===== config.mk =====
export PLATFORM = sky130hd
export DESIGN_NAME = dpll_reference_feedback_control
export DESIGN_NICKNAME = d
export VERILOG_FILES = /design/src/dpll_ctrl_pkg.sv /design/src/dpll_reference_feedback_control.sv
export SDC_FILE = /design/constraint.sdc
export NUM_CORES = 1
export LEC_CHECK = 0
export BUFFER_PORTS_ARGS = -buffer_cell sky130_fd_sc_hd__buf_2
export CAP_MARGIN = 15
export CORE_MARGIN = 5
export CORE_UTILIZATION = 30
export DETAILED_ROUTE_END_ITERATION = 12
export PLACE_DENSITY = 0.55
export RECOVER_POWER = 50
export REMOVE_ABC_BUFFERS = 1
export SYNTH_ARGS = -nofsm -noshare
export SYNTH_HDL_FRONTEND = slang
export SYNTH_SLANG_ARGS = --single-unit
export TNS_END_PERCENT = 1

===== constraint.sdc =====
create_clock -name core_clk_i -period 4.5 [get_ports core_clk_i]
set_clock_uncertainty 0.05 [all_clocks]
set_input_delay 0.9 -clock core_clk_i [delete_from_list [all_inputs] [get_ports core_clk_i]]
set_output_delay 0.9 -clock core_clk_i [all_outputs]
set_load 0.01 [all_outputs]

===== src/dpll_ctrl_pkg.sv =====
// constants, field layout and encodings of the dpll reference and feedback register bank
package dpll_ctrl_pkg;
  localparam int unsigned ADDR_W     = 8;
  localparam int unsigned DATA_W     = 8;
  localparam int unsigned BANK_DEPTH = 64;

  localparam logic [7:0] ADDR_INPUT_SEL        = 8'h08;
  localparam logic [7:0] ADDR_PRIORITY         = 8'h09;
  localparam logic [7:0] ADDR_EXCL_STATE       = 8'h0A;
  localparam logic [7:0] ADDR_REF0_PRESCALE_HI = 8'h0B;
  localparam logic [7:0] ADDR_REF0_PRESCALE_MD = 8'h0C;
  localparam logic [7:0] ADDR_REF0_PRESCALE_LO = 8'h0D;
  localparam logic [7:0] ADDR_REF1_PRESCALE_HI = 8'h0E;
  localparam logic [7:0] ADDR_REF1_PRESCALE_MD = 8'h0F;
  localparam logic [7:0] ADDR_REF1_PRESCALE_LO = 8'h10;
  localparam logic [7:0] ADDR_REF0_FB_HI       = 8'h17;
  localparam logic [7:0] ADDR_REF0_FB_MD       = 8'h18;
  localparam logic [7:0] ADDR_REF0_FB_LO       = 8'h19;
  localparam logic [7:0] ADDR_REF1_FB_HI       = 8'h1A;
  localparam logic [7:0] ADDR_REF1_FB_MD       = 8'h1B;
  localparam logic [7:0] ADDR_REF1_FB_LO       = 8'h1C;
  localparam logic [7:0] ADDR_BANDWIDTH        = 8'h23;
  localparam logic [7:0] ADDR_DAMP_GAIN        = 8'h24;
  localparam logic [7:0] ADDR_TIGHT_CTRL       = 8'h25;
  localparam logic [7:0] ADDR_TIGHT_THR        = 8'h28;
  localparam logic [7:0] ADDR_FILL_FIRST       = 8'h2B;
  localparam logic [7:0] ADDR_FILL_LAST        = 8'h2E;
  localparam logic [7:0] ADDR_SLOPE_HOLD       = 8'h2F;
  localparam logic [7:0] ADDR_SETTLE           = 8'h30;
  localparam logic [7:0] ADDR_MOD_INT_HI       = 8'h31;
  localparam logic [7:0] ADDR_MOD_INT_LO       = 8'h32;
  localparam logic [7:0] ADDR_MOD_FRAC_HI      = 8'h33;
  localparam logic [7:0] ADDR_MOD_FRAC_MD      = 8'h34;
  localparam logic [7:0] ADDR_MOD_FRAC_LO      = 8'h35;
  localparam logic [7:0] ADDR_MOD_ORDER        = 8'h3A;

  localparam int unsigned REFERENCE_CHOICE_LSB  = 5;
  localparam int unsigned REVERT_BIT  = 1;
  localparam int unsigned PRI1_LSB    = 2;
  localparam int unsigned PRI0_LSB    = 0;
  localparam int unsigned EXCL1_BIT   = 5;
  localparam int unsigned EXCL0_BIT   = 4;
  localparam int unsigned FORCE_LSB   = 0;
  localparam int unsigned TRACK_BW_LSB = 4;
  localparam int unsigned ACQ_BW_LSB  = 0;
  localparam int unsigned GAIN_LSB    = 0;

  localparam logic [7:0] MASK_FULL       = 8'hFF;
  localparam logic [7:0] MASK_PRIORITY   = 8'h0F;
  localparam logic [7:0] MASK_EXCL_STATE = 8'h33;
  localparam logic [7:0] MASK_LOW5       = 8'h1F;
  localparam logic [7:0] MASK_TIGHT      = 8'hFE;
  localparam logic [7:0] MASK_SLOPE_HOLD = 8'hDB;
  localparam logic [7:0] MASK_LOW1       = 8'h01;
  localparam logic [7:0] MASK_MOD_ORDER  = 8'hF7;
  localparam logic [7:0] MASK_NONE       = 8'h00;

  localparam logic [7:0] RST_INPUT_SEL  = 8'h03;
  localparam logic [7:0] RST_PRIORITY   = 8'h04;
  localparam logic [7:0] RST_FB_HI      = 8'h07;
  localparam logic [7:0] RST_BANDWIDTH  = 8'h77;
  localparam logic [7:0] RST_DAMP_GAIN  = 8'h6D;
  localparam logic [7:0] RST_TIGHT_CTRL = 8'h06;
  localparam logic [7:0] RST_ZERO       = 8'h00;
  localparam logic [7:0] FILL_VALUE     = 8'hFF;

  localparam logic [1:0] FORCE_AUTO     = 2'b00;
  localparam logic [1:0] FORCE_FREERUN  = 2'b01;
  localparam logic [1:0] FORCE_NORMAL   = 2'b10;
  localparam logic [1:0] FORCE_HOLDOVER = 2'b11;

  localparam logic [2:0] REF_AUTO   = 3'b000;
  localparam logic [2:0] REF_PIN    = 3'b001;
  localparam logic [2:0] REF_FORCE0 = 3'b100;
  localparam logic [2:0] REF_FORCE1 = 3'b101;

  typedef enum logic [1:0] {
    PLL_FREERUN  = 2'b00,
    PLL_NORMAL   = 2'b01,
    PLL_HOLDOVER = 2'b10
  } pll_state_e;
endpackage


===== src/dpll_reference_feedback_control.sv =====
// register bank and reference switchover state control of the dpll
module dpll_reference_feedback_control
  import dpll_ctrl_pkg::*;
(
  input  wire logic              core_clk_i,
  input  wire logic              rst_b_i,
  input  wire logic [ADDR_W-1:0] reg_addr_i,
  input  wire logic              reg_wr_i,
  input  wire logic [DATA_W-1:0] reg_wdata_i,
  input  wire logic              reg_rd_i,
  output logic      [DATA_W-1:0] reg_rdata_o,
  input  wire logic              ref0_valid_i,
  input  wire logic              ref1_valid_i,
  input  wire logic              manual_ref_i,
  output logic                   active_ref_o,
  output pll_state_e             pll_state_o,
  output logic      [20:0]       prescale_ratio_o,
  output logic      [23:0]       feedback_ratio_o,
  output logic      [3:0]        tracking_bandwidth_o,
  output logic      [3:0]        acquire_bandwidth_o,
  output logic      [1:0]        loop_filter_gain_o,
  output logic      [8:0]        modulator_integer_o,
  output logic      [20:0]       modulator_fraction_o
);

  // writable bits per address; reserved bits are never stored
  function automatic logic [7:0] wr_mask(input logic [7:0] a);
    case (a)
      ADDR_INPUT_SEL, ADDR_REF0_PRESCALE_MD, ADDR_REF0_PRESCALE_LO,
      ADDR_REF1_PRESCALE_MD, ADDR_REF1_PRESCALE_LO,
      ADDR_REF0_FB_HI, ADDR_REF0_FB_MD, ADDR_REF0_FB_LO,
      ADDR_REF1_FB_HI, ADDR_REF1_FB_MD, ADDR_REF1_FB_LO,
      ADDR_BANDWIDTH, ADDR_DAMP_GAIN, ADDR_SETTLE, ADDR_MOD_INT_LO,
      ADDR_MOD_FRAC_MD, ADDR_MOD_FRAC_LO:             wr_mask = MASK_FULL;
      ADDR_PRIORITY:                                   wr_mask = MASK_PRIORITY;
      ADDR_EXCL_STATE:                                 wr_mask = MASK_EXCL_STATE;
      ADDR_REF0_PRESCALE_HI, ADDR_REF1_PRESCALE_HI,
      ADDR_MOD_FRAC_HI:                                wr_mask = MASK_LOW5;
      ADDR_TIGHT_CTRL, ADDR_TIGHT_THR:                 wr_mask = MASK_TIGHT;
      ADDR_SLOPE_HOLD:                                 wr_mask = MASK_SLOPE_HOLD;
      ADDR_MOD_INT_HI:                                 wr_mask = MASK_LOW1;
      ADDR_MOD_ORDER:                                  wr_mask = MASK_MOD_ORDER;
      default:                                         wr_mask = MASK_NONE;
    endcase
  endfunction

  function automatic logic [7:0] rst_val(input logic [7:0] a);
    case (a)
      ADDR_INPUT_SEL:  rst_val = RST_INPUT_SEL;
      ADDR_PRIORITY:   rst_val = RST_PRIORITY;
      ADDR_REF0_FB_HI,
      ADDR_REF1_FB_HI: rst_val = RST_FB_HI;
      ADDR_BANDWIDTH:  rst_val = RST_BANDWIDTH;
      ADDR_DAMP_GAIN:  rst_val = RST_DAMP_GAIN;
      ADDR_TIGHT_CTRL: rst_val = RST_TIGHT_CTRL;
      default:         rst_val = RST_ZERO;
    endcase
  endfunction

  logic [7:0] cfg_reg  [BANK_DEPTH];
  logic [7:0] cfg_next [BANK_DEPTH];
  logic [7:0] rdata_reg;
  logic [7:0] rdata_next;
  logic       in_bank;
  logic [5:0] bank_idx;

  assign in_bank  = (reg_addr_i < 8'(BANK_DEPTH));
  assign bank_idx = reg_addr_i[5:0];

  always_comb begin
    for (int i = 0; i < BANK_DEPTH; i++) begin
      cfg_next[i] = cfg_reg[i];
    end
    // reserved bits dropped on write, so software zeros there cost nothing
    if (reg_wr_i && in_bank) begin
      cfg_next[bank_idx] = reg_wdata_i & wr_mask(reg_addr_i);
    end
    rdata_next = rdata_reg;
    if (reg_rd_i) begin
      if (reg_addr_i >= ADDR_FILL_FIRST && reg_addr_i <= ADDR_FILL_LAST) begin
        rdata_next = FILL_VALUE;
      end else if (in_bank) begin
        rdata_next = cfg_reg[bank_idx] & wr_mask(reg_addr_i);
      end else begin
        rdata_next = RST_ZERO;
      end
    end
  end

  always_ff @(posedge core_clk_i or negedge rst_b_i) begin
    if (!rst_b_i) begin
      for (int i = 0; i < BANK_DEPTH; i++) begin
        cfg_reg[i] <= rst_val(8'(i));
      end
      rdata_reg <= RST_ZERO;
    end else begin
      for (int i = 0; i < BANK_DEPTH; i++) begin
        cfg_reg[i] <= cfg_next[i];
      end
      rdata_reg <= rdata_next;
    end
  end

  assign reg_rdata_o = rdata_reg;

  logic [2:0]  reference_choice;
  logic        revertive;
  logic [1:0]  ref0_switch_priority;
  logic [1:0]  ref1_switch_priority;
  logic        ref0_switch_exclude;
  logic        ref1_switch_exclude;
  logic [1:0]  pll_state_force;
  logic [20:0] ref0_prescale_ratio;
  logic [20:0] ref1_prescale_ratio;
  logic [23:0] ref0_feedback_ratio;
  logic [23:0] ref1_feedback_ratio;

  assign reference_choice     = cfg_reg[6'(ADDR_INPUT_SEL)][REFERENCE_CHOICE_LSB +: 3];
  assign revertive            = cfg_reg[6'(ADDR_INPUT_SEL)][REVERT_BIT];
  assign ref0_switch_priority = cfg_reg[6'(ADDR_PRIORITY)][PRI0_LSB +: 2];
  assign ref1_switch_priority = cfg_reg[6'(ADDR_PRIORITY)][PRI1_LSB +: 2];
  assign ref0_switch_exclude  = cfg_reg[6'(ADDR_EXCL_STATE)][EXCL0_BIT];
  assign ref1_switch_exclude  = cfg_reg[6'(ADDR_EXCL_STATE)][EXCL1_BIT];
  assign pll_state_force      = cfg_reg[6'(ADDR_EXCL_STATE)][FORCE_LSB +: 2];
  assign ref0_prescale_ratio  = {cfg_reg[6'(ADDR_REF0_PRESCALE_HI)][4:0],
                                 cfg_reg[6'(ADDR_REF0_PRESCALE_MD)],
                                 cfg_reg[6'(ADDR_REF0_PRESCALE_LO)]};
  assign ref1_prescale_ratio  = {cfg_reg[6'(ADDR_REF1_PRESCALE_HI)][4:0],
                                 cfg_reg[6'(ADDR_REF1_PRESCALE_MD)],
                                 cfg_reg[6'(ADDR_REF1_PRESCALE_LO)]};
  // most significant byte sits at the lowest address
  assign ref0_feedback_ratio  = {cfg_reg[6'(ADDR_REF0_FB_HI)],
                                 cfg_reg[6'(ADDR_REF0_FB_MD)],
                                 cfg_reg[6'(ADDR_REF0_FB_LO)]};
  assign ref1_feedback_ratio  = {cfg_reg[6'(ADDR_REF1_FB_HI)],
                                 cfg_reg[6'(ADDR_REF1_FB_MD)],
                                 cfg_reg[6'(ADDR_REF1_FB_LO)]};

  pll_state_e  state_reg;
  pll_state_e  state_next;
  logic        active_reg;
  logic        active_next;
  logic [20:0] prescale_reg;
  logic [20:0] prescale_next;
  logic [23:0] feedback_reg;
  logic [23:0] feedback_next;
  logic        elig0;
  logic        elig1;
  logic        have_ref;
  logic        choice;

  always_comb begin
    elig0 = ref0_valid_i & ~ref0_switch_exclude;
    elig1 = ref1_valid_i & ~ref1_switch_exclude;
    have_ref = 1'b0;
    choice   = active_reg;
    case (reference_choice)
      REF_PIN: begin
        choice   = manual_ref_i;
        have_ref = manual_ref_i ? ref1_valid_i : ref0_valid_i;
      end
      REF_FORCE0: begin
        choice   = 1'b0;
        have_ref = ref0_valid_i;
      end
      REF_FORCE1: begin
        choice   = 1'b1;
        have_ref = ref1_valid_i;
      end
      default: begin
        // reserved codes fall back to automatic selection
        have_ref = elig0 | elig1;
        if (elig0 && elig1) begin
          // non-revertive keeps a still usable locked reference
          if (!(revertive == 1'b0 && state_reg == PLL_NORMAL)) begin
            choice = (ref1_switch_priority < ref0_switch_priority);
          end
        end else begin
          choice = elig1;
        end
      end
    endcase
    active_next = have_ref ? choice : active_reg;
    unique case (pll_state_force)
      FORCE_FREERUN:  state_next = PLL_FREERUN;
      FORCE_NORMAL:   state_next = PLL_NORMAL;
      FORCE_HOLDOVER: state_next = PLL_HOLDOVER;
      FORCE_AUTO: begin
        // free-run only until a first reference has been seen
        if (have_ref) begin
          state_next = PLL_NORMAL;
        end else if (state_reg == PLL_FREERUN) begin
          state_next = PLL_FREERUN;
        end else begin
          state_next = PLL_HOLDOVER;
        end
      end
    endcase
    prescale_next = active_reg ? ref1_prescale_ratio : ref0_prescale_ratio;
    feedback_next = active_reg ? ref1_feedback_ratio : ref0_feedback_ratio;
  end

  always_ff @(posedge core_clk_i or negedge rst_b_i) begin
    if (!rst_b_i) begin
      state_reg    <= PLL_FREERUN;
      active_reg   <= 1'b0;
      prescale_reg <= '0;
      feedback_reg <= '0;
    end else begin
      state_reg    <= state_next;
      active_reg   <= active_next;
      prescale_reg <= prescale_next;
      feedback_reg <= feedback_next;
    end
  end

  assign active_ref_o         = active_reg;
  assign pll_state_o          = state_reg;
  assign prescale_ratio_o     = prescale_reg;
  assign feedback_ratio_o     = feedback_reg;
  assign tracking_bandwidth_o = cfg_reg[6'(ADDR_BANDWIDTH)][TRACK_BW_LSB +: 4];
  assign acquire_bandwidth_o  = cfg_reg[6'(ADDR_BANDWIDTH)][ACQ_BW_LSB +: 4];
  assign loop_filter_gain_o   = cfg_reg[6'(ADDR_DAMP_GAIN)][GAIN_LSB +: 2];
  assign modulator_integer_o  = {cfg_reg[6'(ADDR_MOD_INT_HI)][0],
                                 cfg_reg[6'(ADDR_MOD_INT_LO)]};
  assign modulator_fraction_o = {cfg_reg[6'(ADDR_MOD_FRAC_HI)][4:0],
                                 cfg_reg[6'(ADDR_MOD_FRAC_MD)],
                                 cfg_reg[6'(ADDR_MOD_FRAC_LO)]};

  logic auto_run;
  assign auto_run = (pll_state_force == FORCE_AUTO) && (reference_choice == REF_AUTO);
endmodule


# Word-level counts from Yosys, hierarchy flattened

Memories as Yosys holds them, arrays and structs flattened.
Index checks and enable logic that the tools add are counted.

Memory bits (read-only): 1024
Bits of input ports: 23
Memories: 2
Flip-flop bits (word level): 568
Word-level logic and storage cells: 127

Memories:

| memory          | words | width | read ports | clocked after Yosys merged registers in | write ports | line                                  | text |
|---|---|---|---|---|---|---|---|
| (no name shown) | 64    | 8     | 1          | 0                                       | 0           | dpll_reference_feedback_control.sv:28 | `case (a)` |
| (no name shown) | 64    | 8     | 1          | 0                                       | 0           | dpll_reference_feedback_control.sv:28 |  |

Mux-type cells: 24
Bitwise gates (word level): 9
Reductions and logical operators: 9
Equality and inequality tests: 8
Order comparisons: 6

Operator list:

| operator             | number |
|---|---|
| $bwmux W512          | 1 |
| $mux W8              | 11 |
| $bmux W8 S6          | 1 |
| $demux W8 S6         | 1 |
| $mux W24             | 1 |
| $mux W21             | 1 |
| $and A8 B8 Y8        | 2 |
| $ge A8 B6 Y1 const B | 1 |
| $le A8 B6 Y1 const B | 1 |
| $lt A8 B7 Y1 const B | 1 |
| $pmux W2 S4          | 1 |
| $ge A7 B7 Y1 const B | 1 |
| $lt A7 B1 Y1 const B | 1 |
| $not A6 Y7           | 1 |
| $eq A3 B3 Y1 const B | 2 |
| $logic_not A2 Y1     | 3 |
| $pmux W1 S3          | 2 |
| $logic_and A1 B1 Y1  | 5 |
| $ne A5 B2 Y1 const B | 1 |
| $eq A2 B1 Y1 const B | 2 |
| $eq A2 B2 Y1 const B | 2 |
| $mux W2              | 2 |
| $eq A3 B1 Y1 const B | 1 |
| $mux W1              | 3 |
| 5 further kinds      | 8 |

# Longest topological paths before layout

Depth in word-level cells: 8
Mapped depth: 11

# Worst setup path after synthesis

OpenSTA, ideal clock, no wires.

Kind: in2reg
Start point: input reg_addr_i[0]
End point: register cfg_reg[424] (netlist name)
Data required time: 4325 ps
Setup time: 125 ps
Path slack: 1870 ps
Stages on the path: 7
Arrival: 2455 ps
Cells stage by stage: buf_6 -> buf_12 -> buf_6 -> or3_1 -> buf_2 -> nor2_2 -> mux2_2

Cells in the longest elaborated chain, start to end: 6
Elaborated cells between the ends (all ways): 13
Classes of those cells: 3 x order compare; 5 x mux; 2 x bitwise; 2 x reduce/logical; 1 x memory

Ends and longest elaborated chain:

| item                                                                   | line                                  | text |
|---|---|---|
| from (decl)                                                            | dpll_reference_feedback_control.sv:7  | `input wire logic [ADDR_W-1:0] reg_addr_i,` |
| parallel branches: the longest is 6 deep, another holds $mem_v2 Z64 W8 | --                                    |  |
| to (signal, indexed assignment)                                        | dpll_reference_feedback_control.sv:93 | `cfg_reg[i] <= rst_val(8'(i));` |
| to (signal, indexed assignment)                                        | dpll_reference_feedback_control.sv:98 | `cfg_reg[i] <= cfg_next[i];` |
| to (decl)                                                              | dpll_reference_feedback_control.sv:60 | `logic [7:0] cfg_reg [BANK_DEPTH];` |

Several ways; the timed one is not identified. The select of a mux whose other input is x is not followed.
A chain may end at the register's enable or synchronous reset.

==> results.ini <==
[run_status]
status = complete, but fails checks
violations = max-capacitance violations, max-slew violations

[synth]
syn_avg_cell_area_sq_um = 12.3
yosys_warnings = 0
synth_cell_types = 67
syn_inst = 1985
ys_ff_latch = 568
ys.flop_type = dfrtp_1
synth_area_sq_um = 24500
async_flop_share_pct = 100
synth_edf_count = 0
ys_seq_area_share_pct = 58.2

[clocking]
cts_made_buffers = 59
cts_resized = 0
postCtsSetupBuffers = 0
cts_root_buf = clkbuf_16
clk_pin_slew_ps = 70
htree_levels = 2
cts.sinks = 568
clk_latency_ps = 640
clk_path_buf_depth = 3
holdBufCountCts = 0
cts_tree = built

[place]
portBuffers = 118
dpl.hpwl_um = 53600
dp.cells = 3075
place_congestion = 0.869
place_area_sq_um = 26100

[hold_path]
hold_class = flop to flop
min_from = cfg_reg[218]

[sta]
finalSetupTns_ps = 0
min_period_ps = 3340
max_freq_mhz = 299
hold_viol_final = 0
fin_crit_sh_pct = 74.2
max_slew_margin_pct = -110
tightestPinTransition_ps = 3160
setup_viol = 0
slew_violations = 102
rsz0062_at_grt = no

[drt]
first_iter_violations = 1641
final_antenna_net_count = 0
firstDrtPassIters = 5
wl_per_cell_um = 24.0
num_vias = 16200
viasPerCell = 5.10
wl_um = 76600
drc = 0

[finish]
final_net_count = 2100
drive_gt1_share_pct = 23.4
finalInstanceArea_sq_um = 28200
areaGrowthSynthToFinish_pct = 15.2
largest_reg_flops = 472
final_cells = 3186

[power_and_ir_drop]
p_total_mw = 11.0
max-vdd-ir-drop_uv = 301
power_density_nw_per_um2 = 389
leakage_nw = 13.1

[critical_path]
crit_start = rst_b_i
end_kind = asynchronous set/reset pin
r2r_start = cfg_reg[468]
worst-endpoint-arrival_ps = 4080
path_max_fanout = 107
required_ps = 5250
critPathLaunchType = primary input
criticalPathCategory = primary input to asynchronous set/reset pin

[grt]
overflow = 0
grt_antenna_before_repair = 5
grt_pass1_vias = 16800
grt_usage_pct = 17.4
grt_max_degree = 108
grt_pass1_wl_um = 115000

[floorplan]
die_area_sq_um = 87300
core-area_sq_um = 80700
io_pins = 119
die_w_um = 296
start_util_pct = 30.3
die_y_um = 296
num_rows = 104

[job]
maxCapViolCount = 1

[final timing paths]
path	endpoint	slack, ps	cells after the start
max	cfg_reg[317]	1160	3
max reg2reg	reg_rdata_o[4]	2300	6
max in group core_clk_i	cfg_reg[302]	1480	8
min	cfg_reg[218]	420	2
min reg2reg	cfg_reg[218]	420	2
min in group asynchronous	cfg_reg[492]	1230	1
[placed cells by master, fill, tap and decap left out, types with 7 or more instances in the layout]
cell         n
o21ai_0    179
dfstp_2     22
and2_1     291
nor2b_1     44
bufinv_16    8
clkbuf_1    11
a21oi_1     39
buf_12      11
mux2_2      74
buf_2      115
a31oi_1      9
dfrtp_1    545
o221ai_1    25
nand3_1     15
nand2b_1     9
inv_1       12
nor2_1      32
nor3_1      14
nand2_1    252
a22oi_1     15
buf_4       55
clkbuf_16   59
o22ai_1     10
o21ai_1      7
mux4_2      93
clkinv_2    11
clkbuf_8    13
mux2i_1     21
mux2_1      31
[where the power goes]
part | internal [mW] | switching [mW] | total [mW]
Sequential | 5.14 | 0.0332 | 5.17
Clock | 3.09 | 2.12 | 5.21
Combinational | 0.168 | 0.397 | 0.565
[layer usage]
metal | GRT usage [%] | share of wire, %
met1 | 24.4 | 44
met2 | 25.8 | 44
met3 | 5.42 | 8.8
met4 | 5.98 | 3.7
met5 | 0 | 0.030
[final cells by class]
type,instances,area (sq um)
antenna,1,2.50
clock buffer,81,1690
clock inverter,29,399
fill,7885,52500
inverter,12,45.0
multi-input combinational,1249,9220
sequential,568,14200
tap,1060,1330
timing repair buffer,186,1240
[synth_stat cells, drive strengths merged, types with 4 or more instances]
master | n | area share (%)
o31ai | 6 | 0.18
mux2 | 105 | 4.8
nor3 | 21 | 0.60
and2 | 291 | 7.4
nand2b | 9 | 0.23
a31oi | 9 | 0.23
a211oi | 7 | 0.24
nor2b | 44 | 1.1
nor2 | 36 | 0.58
nand2 | 252 | 3.9
nand3b | 4 | 0.12
a21oi | 39 | 0.80
nand3 | 15 | 0.31
mux4 | 96 | 8.9
buf | 96 | 3.0
mux2i | 21 | 0.86
o21ai | 186 | 3.8
a22oi | 15 | 0.46
dfstp | 22 | 2.4
or2 | 5 | 0.13
o221ai | 25 | 0.90
inv | 12 | 0.18
dfrtp | 546 | 56
clkbuf | 60 | 0.93
o22ai | 10 | 0.26
a22o | 6 | 0.21
nor4 | 4 | 0.10
[kinds of logic after synthesis]
kind of cell | share of synthesized area [%]
xor+xnor | 0.0358
buf+inv | 4.10
fa+ha+maj | 0.0511
compound gates | 7.97
mux | 14.6
flops | 58.2
simple gates | 15.0
[per-stage QoR]
stage          setup slack, ps  hold WS, ps  utilization (%)
6_report                  1160          418             34.9
5_1_grt                    728          432             34.9
4_1_cts                   1540          312             34.9
3_5_place_dp               915          410             32.3
3_3_place_gp              1020          404             32.3
2_1_floorplan             1380          393                -
[worst max-delay path: stages]
cell and delay [ps]:
clkbuf_2 2060, buf_4 580, clkbuf_1 320
Power figures use the tool's default switching activity.
